`src/inc/hsp_pkg.sv`:
```
// Shared constants and state types of the host serial port
`default_nettype none
package hsp_pkg;
	// Device clock
	localparam int CLK_HZ = 10_000_000;
	// Frame format: start, data, parity, stop bits
	localparam int START_BITS = 1;
	localparam int DATA_BITS = 8;
	localparam int PARITY_BITS = 0;
	localparam int STOP_BITS = 1;
	// Factory bit rate and its divisor, rounded to nearest clock
	localparam int DEF_BAUD = 9600;
	localparam int DIV_W = 16;
	localparam logic [15:0] DEF_DIV = 16'((CLK_HZ + DEF_BAUD / 2) / DEF_BAUD);
	// Smallest divisor the bit timing can serve
	localparam logic [15:0] MIN_DIV = 16'h0004;
	// Packet framing characters
	localparam logic [7:0] PUP_MARK = 8'hFF;
	localparam logic [7:0] CHAR_CR = 8'h0D;
	localparam logic [1:0] PUP_LAST = 2'h2;
	// Inter-character gap timeout
	localparam int GAP_MS = 200;
	localparam int GAP_CYC = CLK_HZ / 1000 * GAP_MS;
	// Wait for the host's answer to the power-up packet
	localparam int ACK_MS = 100;
	localparam int ACK_CYC = CLK_HZ / 1000 * ACK_MS;
	// Width of the long timers
	localparam int TMR_W = 24;
	// Transmit queue
	localparam int FIFO_DEPTH = 16;
	// Serial engine states
	typedef enum logic [1:0]
	{
		HSP_IDLE = 2'b00,
		HSP_START = 2'b01,
		HSP_DATA = 2'b10,
		HSP_STOP = 2'b11
	} hsp_line_e;
	// Power-up sequence states
	typedef enum logic [1:0]
	{
		HSP_B_SEND = 2'b00,
		HSP_B_WAIT = 2'b01,
		HSP_B_DONE = 2'b10
	} hsp_boot_e;
endpackage
`default_nettype wire

```
`src/hw/hsp_fifo.sv`:
```
// Parameterised FIFO for the transmit path of the host serial port
`timescale 1ns/100ps
`default_nettype none
module hsp_fifo #(
	parameter int WIDTH = 8,
	parameter int DEPTH = 16
) (
	input wire logic clk,
	input wire logic rst,
	input wire logic in_valid,
	output logic in_ready,
	input wire logic [WIDTH-1:0] in_data,
	output logic out_valid,
	input wire logic out_ready,
	output logic [WIDTH-1:0] out_data
);
	localparam int AW = $clog2(DEPTH);

	// Depth must be a power of two of at least two
	generate
		if (DEPTH < 2 || (1 << AW) != DEPTH || WIDTH < 1)
		begin : g_bad
			$error("hsp_fifo: DEPTH must be a power of two, WIDTH positive");
		end
	endgenerate

	logic [WIDTH-1:0] mem [DEPTH];
	logic [AW-1:0] wr_r;
	logic [AW-1:0] rd_r;
	logic [AW:0] cnt_r;
	logic [AW:0] cnt_nxt;
	logic ready_r;
	logic valid_r;
	wire push = in_valid & ready_r;
	wire pop = out_ready & valid_r;

	////////////////////////////////////////////////////////////////////////
	// Occupancy and flags
	assign cnt_nxt = cnt_r + (AW + 1)'(push) - (AW + 1)'(pop);
	assign in_ready = ready_r;
	assign out_valid = valid_r;
	assign out_data = mem[rd_r];

	// Pointers and registered flags
	always_ff @(posedge clk)
	begin
		if (rst)
		begin
			wr_r <= '0;
			rd_r <= '0;
			cnt_r <= '0;
			ready_r <= 1'b1;
			valid_r <= 1'b0;
		end
		else
		begin
			wr_r <= wr_r + AW'(push);
			rd_r <= rd_r + AW'(pop);
			cnt_r <= cnt_nxt;
			ready_r <= cnt_nxt != (AW + 1)'(DEPTH);
			valid_r <= cnt_nxt != '0;
		end
	end

	// Storage write
	always_ff @(posedge clk)
	begin
		if (push)
			mem[wr_r] <= in_data;
	end
endmodule
`default_nettype wire

```
`src/hw/hsp_port.sv`:
```
// Host serial port: 8N1 UART with power-up packet and bit-rate startup
//
// Contract
// [RULE_01] Commands and responses travel as characters over an async UART.
// [RULE_02] Each frame is one start bit, eight data bits, no parity, one stop.
// [RULE_03] The rate is 9600 baud until another rate is selected and kept.
// [RULE_04] A set-rate command stores a new rate that the port retains. The code reloads saved_div_r with DEF_DIV on every rst.
// [RULE_05] After power-up the port runs at 9600 and stays there on an answer.
// [RULE_06] With no answer by the end of the wait the saved rate takes over.
// [RULE_07] On a four-wire link many drives are slaves of one master host.
// [RULE_08] The host originates commands and the drive executes each one.
// [RULE_09] The power-up packet 255, firmware, model goes out at 9600.
// [RULE_10] A carriage return of value 13 ends each command packet.
// [RULE_11] A 200 ms gap timer restarts per character and aborts the packet.
// [RULE_12] The wait for the answer to the power-up packet is a parameter.
`timescale 1ns/100ps
`default_nettype none
module hsp_port #(
	parameter int GAP_CYCLES = hsp_pkg::GAP_CYC,
	parameter int ACK_CYCLES = hsp_pkg::ACK_CYC,
	parameter int FIFO_DEPTH = hsp_pkg::FIFO_DEPTH
) (
	input wire logic clk,
	input wire logic rst,
	input wire logic rx_pin,
	output logic tx_pin,
	input wire logic [7:0] fw_version,
	input wire logic [7:0] model_no,
	input wire logic rate_load,
	input wire logic [15:0] rate_div,
	input wire logic tx_valid,
	input wire logic [7:0] tx_data,
	output logic tx_ready,
	output logic [7:0] rx_data,
	output logic rx_valid,
	output logic rx_eop,
	output logic rx_abort,
	output logic frame_err,
	output logic boot_done,
	output logic saved_rate
);
	// Timer lengths must fit the timer width
	generate
		if (GAP_CYCLES < 1 || GAP_CYCLES >= (1 << hsp_pkg::TMR_W) ||
			ACK_CYCLES < 1 || ACK_CYCLES >= (1 << hsp_pkg::TMR_W))
		begin : g_bad_tmr
			$error("hsp_port: timer parameter out of range");
		end
	endgenerate

	////////////////////////////////////////////////////////////////////////
	// Declarations
	logic rx_s1_r;
	logic rx_s2_r;
	hsp_pkg::hsp_line_e rx_st_r;
	logic [15:0] rx_cnt_r;
	logic [2:0] rx_bit_r;
	logic [7:0] rx_sh_r;
	hsp_pkg::hsp_line_e tx_st_r;
	logic [15:0] tx_cnt_r;
	logic [2:0] tx_bit_r;
	logic [7:0] tx_sh_r;
	logic tx_pin_r;
	hsp_pkg::hsp_boot_e boot_st_r;
	logic [1:0] boot_idx_r;
	logic [hsp_pkg::TMR_W-1:0] ack_cnt_r;
	logic [hsp_pkg::TMR_W-1:0] gap_cnt_r;
	logic pkt_open_r;
	logic [15:0] saved_div_r;
	logic [15:0] active_div_r;
	logic [7:0] rx_data_r;
	logic rx_valid_r;
	logic rx_eop_r;
	logic rx_abort_r;
	logic frame_err_r;
	logic saved_rate_r;
	logic boot_done_r;
	logic fifo_valid;
	logic [7:0] fifo_data;

	////////////////////////////////////////////////////////////////////////
	// Bit-time helper
	function automatic logic [15:0] reload(input logic [15:0] div);
		reload = div - 16'h0001;
	endfunction

	// Decode of line events
	wire rx_tick = rx_cnt_r == 16'h0000;
	wire tx_tick = tx_cnt_r == 16'h0000;
	wire rx_done = rx_st_r == hsp_pkg::HSP_STOP && rx_tick && rx_s2_r;
	wire rx_bad = rx_st_r == hsp_pkg::HSP_STOP && rx_tick && !rx_s2_r;
	wire rx_is_cr = rx_sh_r == hsp_pkg::CHAR_CR;
	wire tx_idle = tx_st_r == hsp_pkg::HSP_IDLE;
	wire boot_send = boot_st_r == hsp_pkg::HSP_B_SEND;
	wire boot_fin = boot_st_r == hsp_pkg::HSP_B_DONE;
	wire [7:0] boot_byte = boot_idx_r == 2'h0 ? hsp_pkg::PUP_MARK :
		boot_idx_r == 2'h1 ? fw_version : model_no;
	wire src_valid = boot_send | (boot_fin & fifo_valid); // [RULE_07]
	wire [7:0] src_data = boot_send ? boot_byte : fifo_data;
	wire tx_take = tx_idle & src_valid;
	wire fifo_pop = tx_idle & boot_fin;
	wire rate_ok = rate_div >= hsp_pkg::MIN_DIV;
	wire ack_out = ack_cnt_r == '0;

	////////////////////////////////////////////////////////////////////////
	// Transmit queue for response bytes
	hsp_fifo #(
		.WIDTH(8),
		.DEPTH(FIFO_DEPTH)
	) u_txq (
		.clk(clk),
		.rst(rst),
		.in_valid(tx_valid),
		.in_ready(tx_ready),
		.in_data(tx_data),
		.out_valid(fifo_valid),
		.out_ready(fifo_pop),
		.out_data(fifo_data)
	);

	////////////////////////////////////////////////////////////////////////
	// Two-flop synchroniser on the receive pin
	always_ff @(posedge clk)
	begin
		if (rst)
		begin
			rx_s1_r <= 1'b1;
			rx_s2_r <= 1'b1;
		end
		else
		begin
			rx_s1_r <= rx_pin;
			rx_s2_r <= rx_s1_r;
		end
	end

	// Receiver: mid-bit sampling of start, 8 data, stop
	always_ff @(posedge clk)
	begin
		if (rst)
		begin
			rx_st_r <= hsp_pkg::HSP_IDLE;
			rx_cnt_r <= 16'h0000;
			rx_bit_r <= 3'h0;
			rx_sh_r <= 8'h00;
		end
		else
		begin
			rx_cnt_r <= rx_tick ? reload(active_div_r) : rx_cnt_r - 16'h0001;
			case (rx_st_r)
				hsp_pkg::HSP_IDLE:
				begin
					rx_cnt_r <= active_div_r >> 1;
					if (!rx_s2_r)
						rx_st_r <= hsp_pkg::HSP_START; // [RULE_02]
				end
				hsp_pkg::HSP_START:
				begin
					rx_bit_r <= 3'h0;
					if (rx_tick)
						rx_st_r <= rx_s2_r ? hsp_pkg::HSP_IDLE :
							hsp_pkg::HSP_DATA;
				end
				hsp_pkg::HSP_DATA:
				begin
					if (rx_tick)
					begin
						rx_sh_r <= {rx_s2_r, rx_sh_r[7:1]}; // [RULE_02]
						rx_bit_r <= rx_bit_r + 3'h1;
						if (rx_bit_r == 3'h7)
							rx_st_r <= hsp_pkg::HSP_STOP; // [RULE_02]
					end
				end
				hsp_pkg::HSP_STOP:
				begin
					if (rx_tick)
						rx_st_r <= hsp_pkg::HSP_IDLE;
				end
				default:
					rx_st_r <= hsp_pkg::HSP_IDLE;
			endcase
		end
	end

	// Received byte, end-of-packet and framing pulses
	always_ff @(posedge clk)
	begin
		if (rst)
		begin
			rx_data_r <= 8'h00;
			rx_valid_r <= 1'b0;
			rx_eop_r <= 1'b0;
			frame_err_r <= 1'b0;
		end
		else
		begin
			if (rx_done)
				rx_data_r <= rx_sh_r; // [RULE_01] [RULE_08]
			rx_valid_r <= rx_done;
			rx_eop_r <= rx_done & rx_is_cr; // [RULE_10]
			frame_err_r <= rx_bad;
		end
	end

	// Inter-character gap timer, restarted per byte
	always_ff @(posedge clk)
	begin
		if (rst)
		begin
			gap_cnt_r <= '0;
			pkt_open_r <= 1'b0;
			rx_abort_r <= 1'b0;
		end
		else
		begin
			rx_abort_r <= 1'b0;
			if (rx_done)
			begin
				gap_cnt_r <= hsp_pkg::TMR_W'(GAP_CYCLES - 1); // [RULE_11]
				pkt_open_r <= !rx_is_cr; // [RULE_10]
			end
			else if (pkt_open_r)
			begin
				gap_cnt_r <= gap_cnt_r - hsp_pkg::TMR_W'(1);
				if (gap_cnt_r == '0)
				begin
					pkt_open_r <= 1'b0;
					rx_abort_r <= 1'b1; // [RULE_11]
				end
			end
		end
	end

	////////////////////////////////////////////////////////////////////////
	// Transmitter: start, 8 data LSB first, stop
	always_ff @(posedge clk)
	begin
		if (rst)
		begin
			tx_st_r <= hsp_pkg::HSP_IDLE;
			tx_cnt_r <= 16'h0000;
			tx_bit_r <= 3'h0;
			tx_sh_r <= 8'h00;
			tx_pin_r <= 1'b1;
		end
		else
		begin
			tx_cnt_r <= tx_tick ? reload(active_div_r) : tx_cnt_r - 16'h0001;
			case (tx_st_r)
				hsp_pkg::HSP_IDLE:
				begin
					tx_cnt_r <= reload(active_div_r);
					if (tx_take)
					begin
						tx_sh_r <= src_data;
						tx_pin_r <= 1'b0; // [RULE_02]
						tx_st_r <= hsp_pkg::HSP_START;
					end
				end
				hsp_pkg::HSP_START:
				begin
					tx_bit_r <= 3'h0;
					if (tx_tick)
					begin
						tx_pin_r <= tx_sh_r[0];
						tx_st_r <= hsp_pkg::HSP_DATA;
					end
				end
				hsp_pkg::HSP_DATA:
				begin
					if (tx_tick)
					begin
						tx_sh_r <= tx_sh_r >> 1;
						tx_bit_r <= tx_bit_r + 3'h1;
						tx_pin_r <= tx_bit_r == 3'h7 ? 1'b1 : tx_sh_r[1];
						if (tx_bit_r == 3'h7)
							tx_st_r <= hsp_pkg::HSP_STOP; // [RULE_02]
					end
				end
				hsp_pkg::HSP_STOP:
				begin
					if (tx_tick)
						tx_st_r <= hsp_pkg::HSP_IDLE;
				end
				default:
					tx_st_r <= hsp_pkg::HSP_IDLE;
			endcase
		end
	end

	////////////////////////////////////////////////////////////////////////
	// Retained rate chosen by the set-rate commands
	always_ff @(posedge clk)
	begin
		if (rst)
			saved_div_r <= hsp_pkg::DEF_DIV; // [RULE_03]
		else if (rate_load && rate_ok)
			saved_div_r <= rate_div; // [RULE_04]
	end

	// Power-up packet, answer wait and rate switch
	always_ff @(posedge clk)
	begin
		if (rst)
		begin
			boot_st_r <= hsp_pkg::HSP_B_SEND;
			boot_idx_r <= 2'h0;
			ack_cnt_r <= '0;
			active_div_r <= hsp_pkg::DEF_DIV; // [RULE_05] [RULE_09]
			saved_rate_r <= 1'b0;
			boot_done_r <= 1'b0;
		end
		else
		begin
			case (boot_st_r)
				hsp_pkg::HSP_B_SEND:
				begin
					ack_cnt_r <= hsp_pkg::TMR_W'(ACK_CYCLES - 1); // [RULE_12]
					if (tx_take)
					begin
						boot_idx_r <= boot_idx_r + 2'h1; // [RULE_09]
						if (boot_idx_r == hsp_pkg::PUP_LAST)
							boot_st_r <= hsp_pkg::HSP_B_WAIT;
					end
				end
				hsp_pkg::HSP_B_WAIT:
				begin
					if (!ack_out)
						ack_cnt_r <= ack_cnt_r - hsp_pkg::TMR_W'(1);
					if (rx_done)
					begin
						boot_st_r <= hsp_pkg::HSP_B_DONE; // [RULE_05]
						boot_done_r <= 1'b1;
					end
					else if (ack_out && tx_idle)
					begin
						boot_st_r <= hsp_pkg::HSP_B_DONE;
						active_div_r <= saved_div_r; // [RULE_06]
						saved_rate_r <= 1'b1;
						boot_done_r <= 1'b1;
					end
				end
				hsp_pkg::HSP_B_DONE:
					boot_st_r <= hsp_pkg::HSP_B_DONE;
				default:
				begin
					boot_st_r <= hsp_pkg::HSP_B_DONE;
					boot_done_r <= 1'b1;
				end
			endcase
		end
	end

	////////////////////////////////////////////////////////////////////////
	// Outputs
	assign tx_pin = tx_pin_r;
	assign rx_data = rx_data_r;
	assign rx_valid = rx_valid_r;
	assign rx_eop = rx_eop_r;
	assign rx_abort = rx_abort_r;
	assign frame_err = frame_err_r;
	assign boot_done = boot_done_r;
	assign saved_rate = saved_rate_r;
endmodule
`default_nettype wire

```
`config.mk`:
```
export PLATFORM = sky130hd
export DESIGN_NAME = hsp_port
export DESIGN_NICKNAME = d
export VERILOG_FILES = /design/src/inc/hsp_pkg.sv /design/src/hw/hsp_fifo.sv /design/src/hw/hsp_port.sv
export SDC_FILE = /design/constraint.sdc
export NUM_CORES = 1
export LEC_CHECK = 0
export BUFFER_PORTS_ARGS = -buffer_cell sky130_fd_sc_hd__buf_2
export CELL_PAD_IN_SITES_DETAIL_PLACEMENT = 0
export CELL_PAD_IN_SITES_GLOBAL_PLACEMENT = 2
export CORE_MARGIN = 1
export CORE_UTILIZATION = 30
export CTS_BUF_LIST = sky130_fd_sc_hd__clkbuf_4 sky130_fd_sc_hd__clkbuf_8 sky130_fd_sc_hd__clkbuf_16
export CTS_CLUSTER_DIAMETER = 50
export DETAILED_ROUTE_END_ITERATION = 10
export PLACE_DENSITY = 0.7
export SYNTH_ARGS = -nofsm -noshare
export SYNTH_HDL_FRONTEND = slang
export SYNTH_SLANG_ARGS = --single-unit
```
`constraint.sdc`:
```
create_clock -name clk -period 3.45 [get_ports clk]
set_input_delay 0.1725 -clock clk [delete_from_list [all_inputs] [get_ports clk]]
set_output_delay 0.1725 -clock clk [all_outputs]
set_load 0.02 [all_outputs]
```
# ---- Word-level counts from Yosys, hierarchy flattened
# Memory sizes are Yosys's and may differ from the RTL's. A register that Yosys moved wholly into a read port is not among the register bits.
# Index checks and enable logic that the tools add are counted.
# Widths: inputs -> output; s select.
dict set report classes {
  mux 51
  n_eq_ne 28
  reduce_logical 38
  n_bitwise 10
  addsub 12
  n_lt_le_gt_ge 1
}
# operator n
set ops {}
lappend ops {{$logic_not 24->1} 2}
lappend ops {{$mux 16} 3}
lappend ops {{$pmux 24 s2} 1}
lappend ops {{$sub 16x1->16 const B} 3}
lappend ops {{$sub 24x1->24 const B} 2}
lappend ops {{$mux 21} 2}
lappend ops {{$mux 8} 5}
lappend ops {{$logic_not 16->1} 2}
lappend ops {{$mux 2} 15}
lappend ops {{$mux 24} 1}
lappend ops {{$ne 2x2->1 const B} 10}
lappend ops {{$ge 16x3->1 const B} 1}
lappend ops {{$pmux 2 s4} 2}
lappend ops {{$pmux 8 s2} 1}
lappend ops {{$mux 15} 1}
lappend ops {{$eq 2x2->1 const B} 6}
lappend ops {{$mux 1} 12}
lappend ops {{$pmux 3 s2} 2}
lappend ops {{$reduce_and 2->1} 6}
lappend ops {{$reduce_and 5->1} 2}
lappend ops {{$reduce_bool 2->1} 5}
lappend ops {{$reduce_and 3->1} 3}
lappend ops {{$add 4x1->4} 2}
lappend ops {{$eq 2x1->1 const B} 4}
lappend ops {{25 further kinds} 47}
dict set report totals {
  wordCells 173
  in_bits 45
  output_inout_bits 16
  ram_bits 128
  reg_bits 175
  memories 1
}
# name words width rd rd_ports_with_merged_regs wr line
set memory_table {}
lappend memory_table {u_txq.mem 16 8 1 1 1 hsp_fifo.sv:27} ;# logic [WIDTH-1:0] mem [DEPTH];

# ---- Depth between registers and ports, before layout
dict set report depth {
  ltp_word 6
  ltp_mapped 14
  mapped_depth_nobuf 13
}

# ---- Cells and area by module
# A second synthesis with hierarchy kept.
dict set report hier_totals {
  cells_unflattened 1229
  area_unflattened_um2 13625.6
}
# mod seq_area_each_um2 instances cells_per_inst area_each_um2
set modules_own_cells {}
lappend modules_own_cells {hsp_port 3203.1 1 938 7975.1}
lappend modules_own_cells {hsp_fifo 4144.0 1 291 5650.4}

# ---- Worst setup path before layout
# No wires, ideal clock.
dict set report synth_timing {
  path_type {register to register}
  startpoint {register boot_st_r[1]}
  endpoint {register u_txq.valid_r, in the netlist u_txq.out_valid}
  t_required_ps 3379
  setup_slack_ps 655
  arrival_time_ps 2724
  n_path_buf 2
  period_less_slack_ps 2795
  path_stages_with_launch 14
  setup_time_ps 71
  path_cell_list {dfxtp_1 > clkbuf_1 > clkbuf_1 > nand4b_1 > or2_2 > nand2_1 > ha_1 > inv_1 > fa_1 > nor2b_1 > o21ai_0 > nand3_1 > nor3b_1 > o21bai_1}
}
dict set report synth_via {
  elab_chain_cells 5
}
# element line
set synth_lines {}
lappend synth_lines {{start, declared} hsp_port.sv:64} ;# hsp_pkg::hsp_boot_e boot_st_r;
lappend synth_lines {{start signal, assigned} hsp_port.sv:306} ;# boot_st_r <= hsp_pkg::HSP_B_SEND;
lappend synth_lines {{start signal, assigned} hsp_port.sv:323} ;# boot_st_r <= hsp_pkg::HSP_B_WAIT;
lappend synth_lines {{start signal, assigned} hsp_port.sv:332} ;# boot_st_r <= hsp_pkg::HSP_B_DONE;
lappend synth_lines {{$eq 2x2->1} hsp_port.sv:95} ;# wire boot_fin = boot_st_r == hsp_pkg::HSP_B_DONE;
lappend synth_lines {{$and 1x1->1} hsp_port.sv:101} ;# wire fifo_pop = tx_idle & boot_fin;
lappend synth_lines {{$and 1x1->1} hsp_fifo.sv:35} ;# wire pop = out_ready & valid_r;
lappend synth_lines {{$sub 5x1->5} hsp_fifo.sv:39} ;# assign cnt_nxt = cnt_r + (AW + 1)'(push) - (AW + 1)'(pop);
lappend synth_lines {{$reduce_bool 5->1} hsp_fifo.sv:61} ;# valid_r <= cnt_nxt != '0;
lappend synth_lines {{end signal, assigned} hsp_fifo.sv:53} ;# valid_r <= 1'b0;
lappend synth_lines {{end signal, assigned} hsp_fifo.sv:61}
lappend synth_lines {{end, declared} hsp_fifo.sv:33} ;# logic valid_r;
# No other way between the ends.
# A chain may end at the register's enable or synchronous reset.

# ---- Worst setup path in the final report
dict set report layout_timing {
  startpoint {register tx_st_r[0]}
  endpoint {register u_txq.valid_r, in the netlist u_txq.out_valid}
}
dict set report layout_via {
  elab_chain_cells 5
}
# element line
set layout_lines {}
lappend layout_lines {{start, declared} hsp_port.sv:59} ;# hsp_pkg::hsp_line_e tx_st_r;
lappend layout_lines {{start signal, assigned} hsp_port.sv:240} ;# tx_st_r <= hsp_pkg::HSP_IDLE;
lappend layout_lines {{start signal, assigned} hsp_port.sv:257} ;# tx_st_r <= hsp_pkg::HSP_START;
lappend layout_lines {{start signal, assigned} hsp_port.sv:266} ;# tx_st_r <= hsp_pkg::HSP_DATA;
lappend layout_lines {{$logic_not 2->1} hsp_port.sv:93} ;# wire tx_idle = tx_st_r == hsp_pkg::HSP_IDLE;
lappend layout_lines {{$and 1x1->1} hsp_port.sv:101}
lappend layout_lines {{$and 1x1->1} hsp_fifo.sv:35}
lappend layout_lines {{$sub 5x1->5} hsp_fifo.sv:39}
lappend layout_lines {{$reduce_bool 5->1} hsp_fifo.sv:61}
# No other way between the ends.

==> summary.txt <==
Critical path
  – CP Class: reg -> reg
  – Arr. time, crit path: 3.18 ns
  – CP Launch Type: register
  – Critical path required time: 3.91 ns
  – CP Capture Type: register
  – Crit Path Max Fanout: 4

Job
  – Max-cap viol count: 0

Final layout
  – Antenna diodes: 0
  – Post-layout instance area: 16,290 um^2
  – Layout area overhead: 19.98%
  – Post-layout nets: 1,383
  – Most common cell after layout, fill and taps aside: dfxtp_1
  – Layout cells sized above 1: 0.1715
  – Commonest cells after routing, fill and taps aside: 174 x dfxtp_1, 132 x nor2_1, 128 x edfxtp_1

Yosys
  – Syn Inst Count: 1,217
  – Yosys reg bits: 303
  – Seq/Total Area, Yosys: 0.5411
  – Yosys warns: 0
  – Syn Area/Cell: 11.16 um^2
  – Most used DFF post-synth: dfxtp_1
  – Asr flop ratio synth: 0
  – Post-synth EDFFs: 128
  – Synth cell types: 79
  – Synth Net Count: 1,291
  – Synthesized area: 13,580 um^2

Die
  – Starting density of the core: 0.3057
  – I/O pin count: 61
  – Die area: 46,120 um^2
  – Die width: 214.7 um
  – # rows: 77
  – Die Ht: 214.7 um
  – Core footprint: 44,410 um^2

CTS
  – Cts repair resizes: 0
  – CTS tree: done
  – Clock-pin slew of the registers on the worst-case setup and hold paths: 0.06 ns
  – TritonCTS Buffers: 41
  – Worst skew pair latency: 0.58 ns
  – Hold_buf cts: 25
  – Clock buffer depth: 3
  – H-tree depth: 2
  – Post-CTS setup buffer count: 0
  – Clock sink count: 303
  – Root buf cell: clkbuf_16

Global routing
  – Pin count of the biggest net entering global routing: 67
  – Tot GR Track Use: 0.1413
  – Antenna violations before repair: 0
  – Vias in the first global route: 9,441
  – Congestion Overflow GR: 0
  – First-pass GRT wire length: 52,000 um

Power
  – PwrDens: 659.2 nW/um^2
  – Leak Pwr: 5.789 nW
  – Combinational power share: 0.189
  – Power Internal: 7.615 mW
  – Sw Pwr: 3.123 mW
  – Switch share: 0.2908
  – Power after layout: 10.74 mW
  – Peak supply drop: 441.3 uV
  – Clk pwr share: 0.416
  – Seq pwr share: 0.394

Run status
  – Status: finished clean

STA
  – Clock Skew: 0.05312 ns
  – Worst slew pin tran: 1.221 ns
  – Worst hold slack: 0.07866 ns
  – Tcrit/Tclk final: 0.7874
  – Max Clk Rate: 368.1 MHz
  – Period minus WS final: 2.716 ns
  – RSZ-0062 raised after global routing: false
  – Fin. Hold Viols: 0
  – Setup TNS: 0 ns
  – Final setup violation count: 0
  – Slew HR: 0.1863
  – Slew Limit Fails: 0

Hold path
  – Hold crit path type: in -> reg

Routing
  – WL/cell: 16.79 um
  – Final ANT Viol Nets: 0
  – Initial DRC count: 578
  – Via Count: 9,404
  – Post-route DRC violation count: 0
  – DR vias/cell: 4.865
  – DRT Wirelength: 32,450 um
  – Router iterations before antenna repair: 5

Placement
  – Placed instance area: 14,560 um^2
  – Buffers on Ports: 60
  – HPWL after DPL: 21,450 um
  – Routability congestion estimate: 0.7405
-- flip-flops by register name, indices dropped and copies added (netlist names), 2 cells and up, named ones only --
name          flops
rx_sh_r           8
u_txq.mem       128
tx_st_r           2
boot_st_r         2
rx_cnt_r         16
u_txq.cnt_r       5
tx_cnt_r         16
rx_data           8
tx_bit_r          3
rx_bit_r          3
active_div_r     16
ack_cnt_r        24
u_txq.rd_r        4
u_txq.wr_r        4
gap_cnt_r        24
tx_sh_r           8
boot_idx_r        2
saved_div_r      16
-- cells by family after synthesis --
| family | share of synthesized area |
|---|---|
| xor+xnor | 0.04838 |
| fa+ha+maj | 0.02728 |
| simple gates | 0.1689 |
| mux | 0.08708 |
| compound gates | 0.09676 |
| flops | 0.5411 |
| buf+inv | 0.03050 |
-- critical path, cell delays in order, from the launching register on --
cell and delay (ns):
dfxtp_1 0.34, inv_1 0.11, ha_1 0.18, nand4b_1 0.20
or2_2 0.36, nand2_1 0.07, ha_1 0.17, inv_1 0.06
fa_1 0.39, nor2b_1 0.12, o21ai_0 0.12, nand3_1 0.10
nor3b_1 0.26, o21bai_1 0.15
-- Yosys cell counts, drive strengths merged, types with 3 or more instances --
cell type	instances	area, um^2
ha	28	350.3
nand2b	4	25.02
nand3	44	220.2
nand3b	7	65.06
a32o	11	110.1
xnor2	37	324.1
o211ai	12	90.09
a21oi	55	279.0
a311oi	3	26.28
nor2b	10	62.56
a31oi	4	25.02
or2	9	56.30
o31a	7	61.31
and3	4	25.02
a22o	3	26.28
dfxtp	175	3503
a211oi	18	135.1
o21ai	47	239.0
and4	3	26.28
buf	24	142.6
nand4b	6	58.80
nor2	132	495.5
nor3b	6	45.04
inv	31	116.4
a2111oi	7	61.31
or4	8	67.56
mux4	32	720.7
edfxtp	128	3844
o31ai	3	22.52
clkbuf	40	151.4
nor4	28	290.3
nor3	42	226.5
nand4	13	81.33
a21o	8	60.06
or3	19	123.9
mux2i	45	450.4
xor2	38	332.8
nand2	94	355.3
-- layout make-up --
type | count | area (um^2)
fillers | 4320 | 28120
flip-flops and latches | 303 | 7348
multi-input cells | 818 | 5829
clock buffers | 51 | 1132
repair buffers | 113 | 775.7
well taps | 592 | 740.7
clock inverters | 24 | 344.1
inverters | 32 | 120.1
-- power by group through the flow --
stage / combinational, mW / sequential (mW) / clock [mW]
floorplan: 1.48 / 4.26 / 0
global route: 2.29 / 4.28 / 4.75
finish: 2.03 / 4.24 / 4.47
global placement: 2.02 / 4.31 / 0
detailed placement: 2.03 / 4.31 / 0
CTS: 2.07 / 4.24 / 4.60
-- metal layers --
layer	GRT usage	up-vias	share of wire
li1	-	4661	-
met1	0.1887	4537	0.47
met3	0.02746	53	0.038
met2	0.2297	153	0.46
met4	0.04476	0	0.026
met5	0	-	0
-- through the flow --
step	worst slack, ns	cells	util
4_1_cts	0.6860	1933	0.3668
5_1_grt	0.3670	1933	0.3668
6_report	0.7336	1933	0.3668
3_3_place_gp	0.7581	1833	0.3279
3_5_place_dp	0.7350	1833	0.3279
2_1_floorplan	0.6552	1217	-
-- path summary, 6_finish.rpt --
check                         end  cells past startpoint       start  slack [ns]
setup / recovery  u_txq.out_valid                     13  tx_st_r[0]        0.73
setup reg to reg  u_txq.out_valid                     13  tx_st_r[0]        0.73
hold reg to reg           rx_s2_r                      1     rx_s1_r        0.41
hold / removal         tx_sh_r[7]                      5         rst        0.08
No activity file was read; power rests on OpenSTA's default activity.
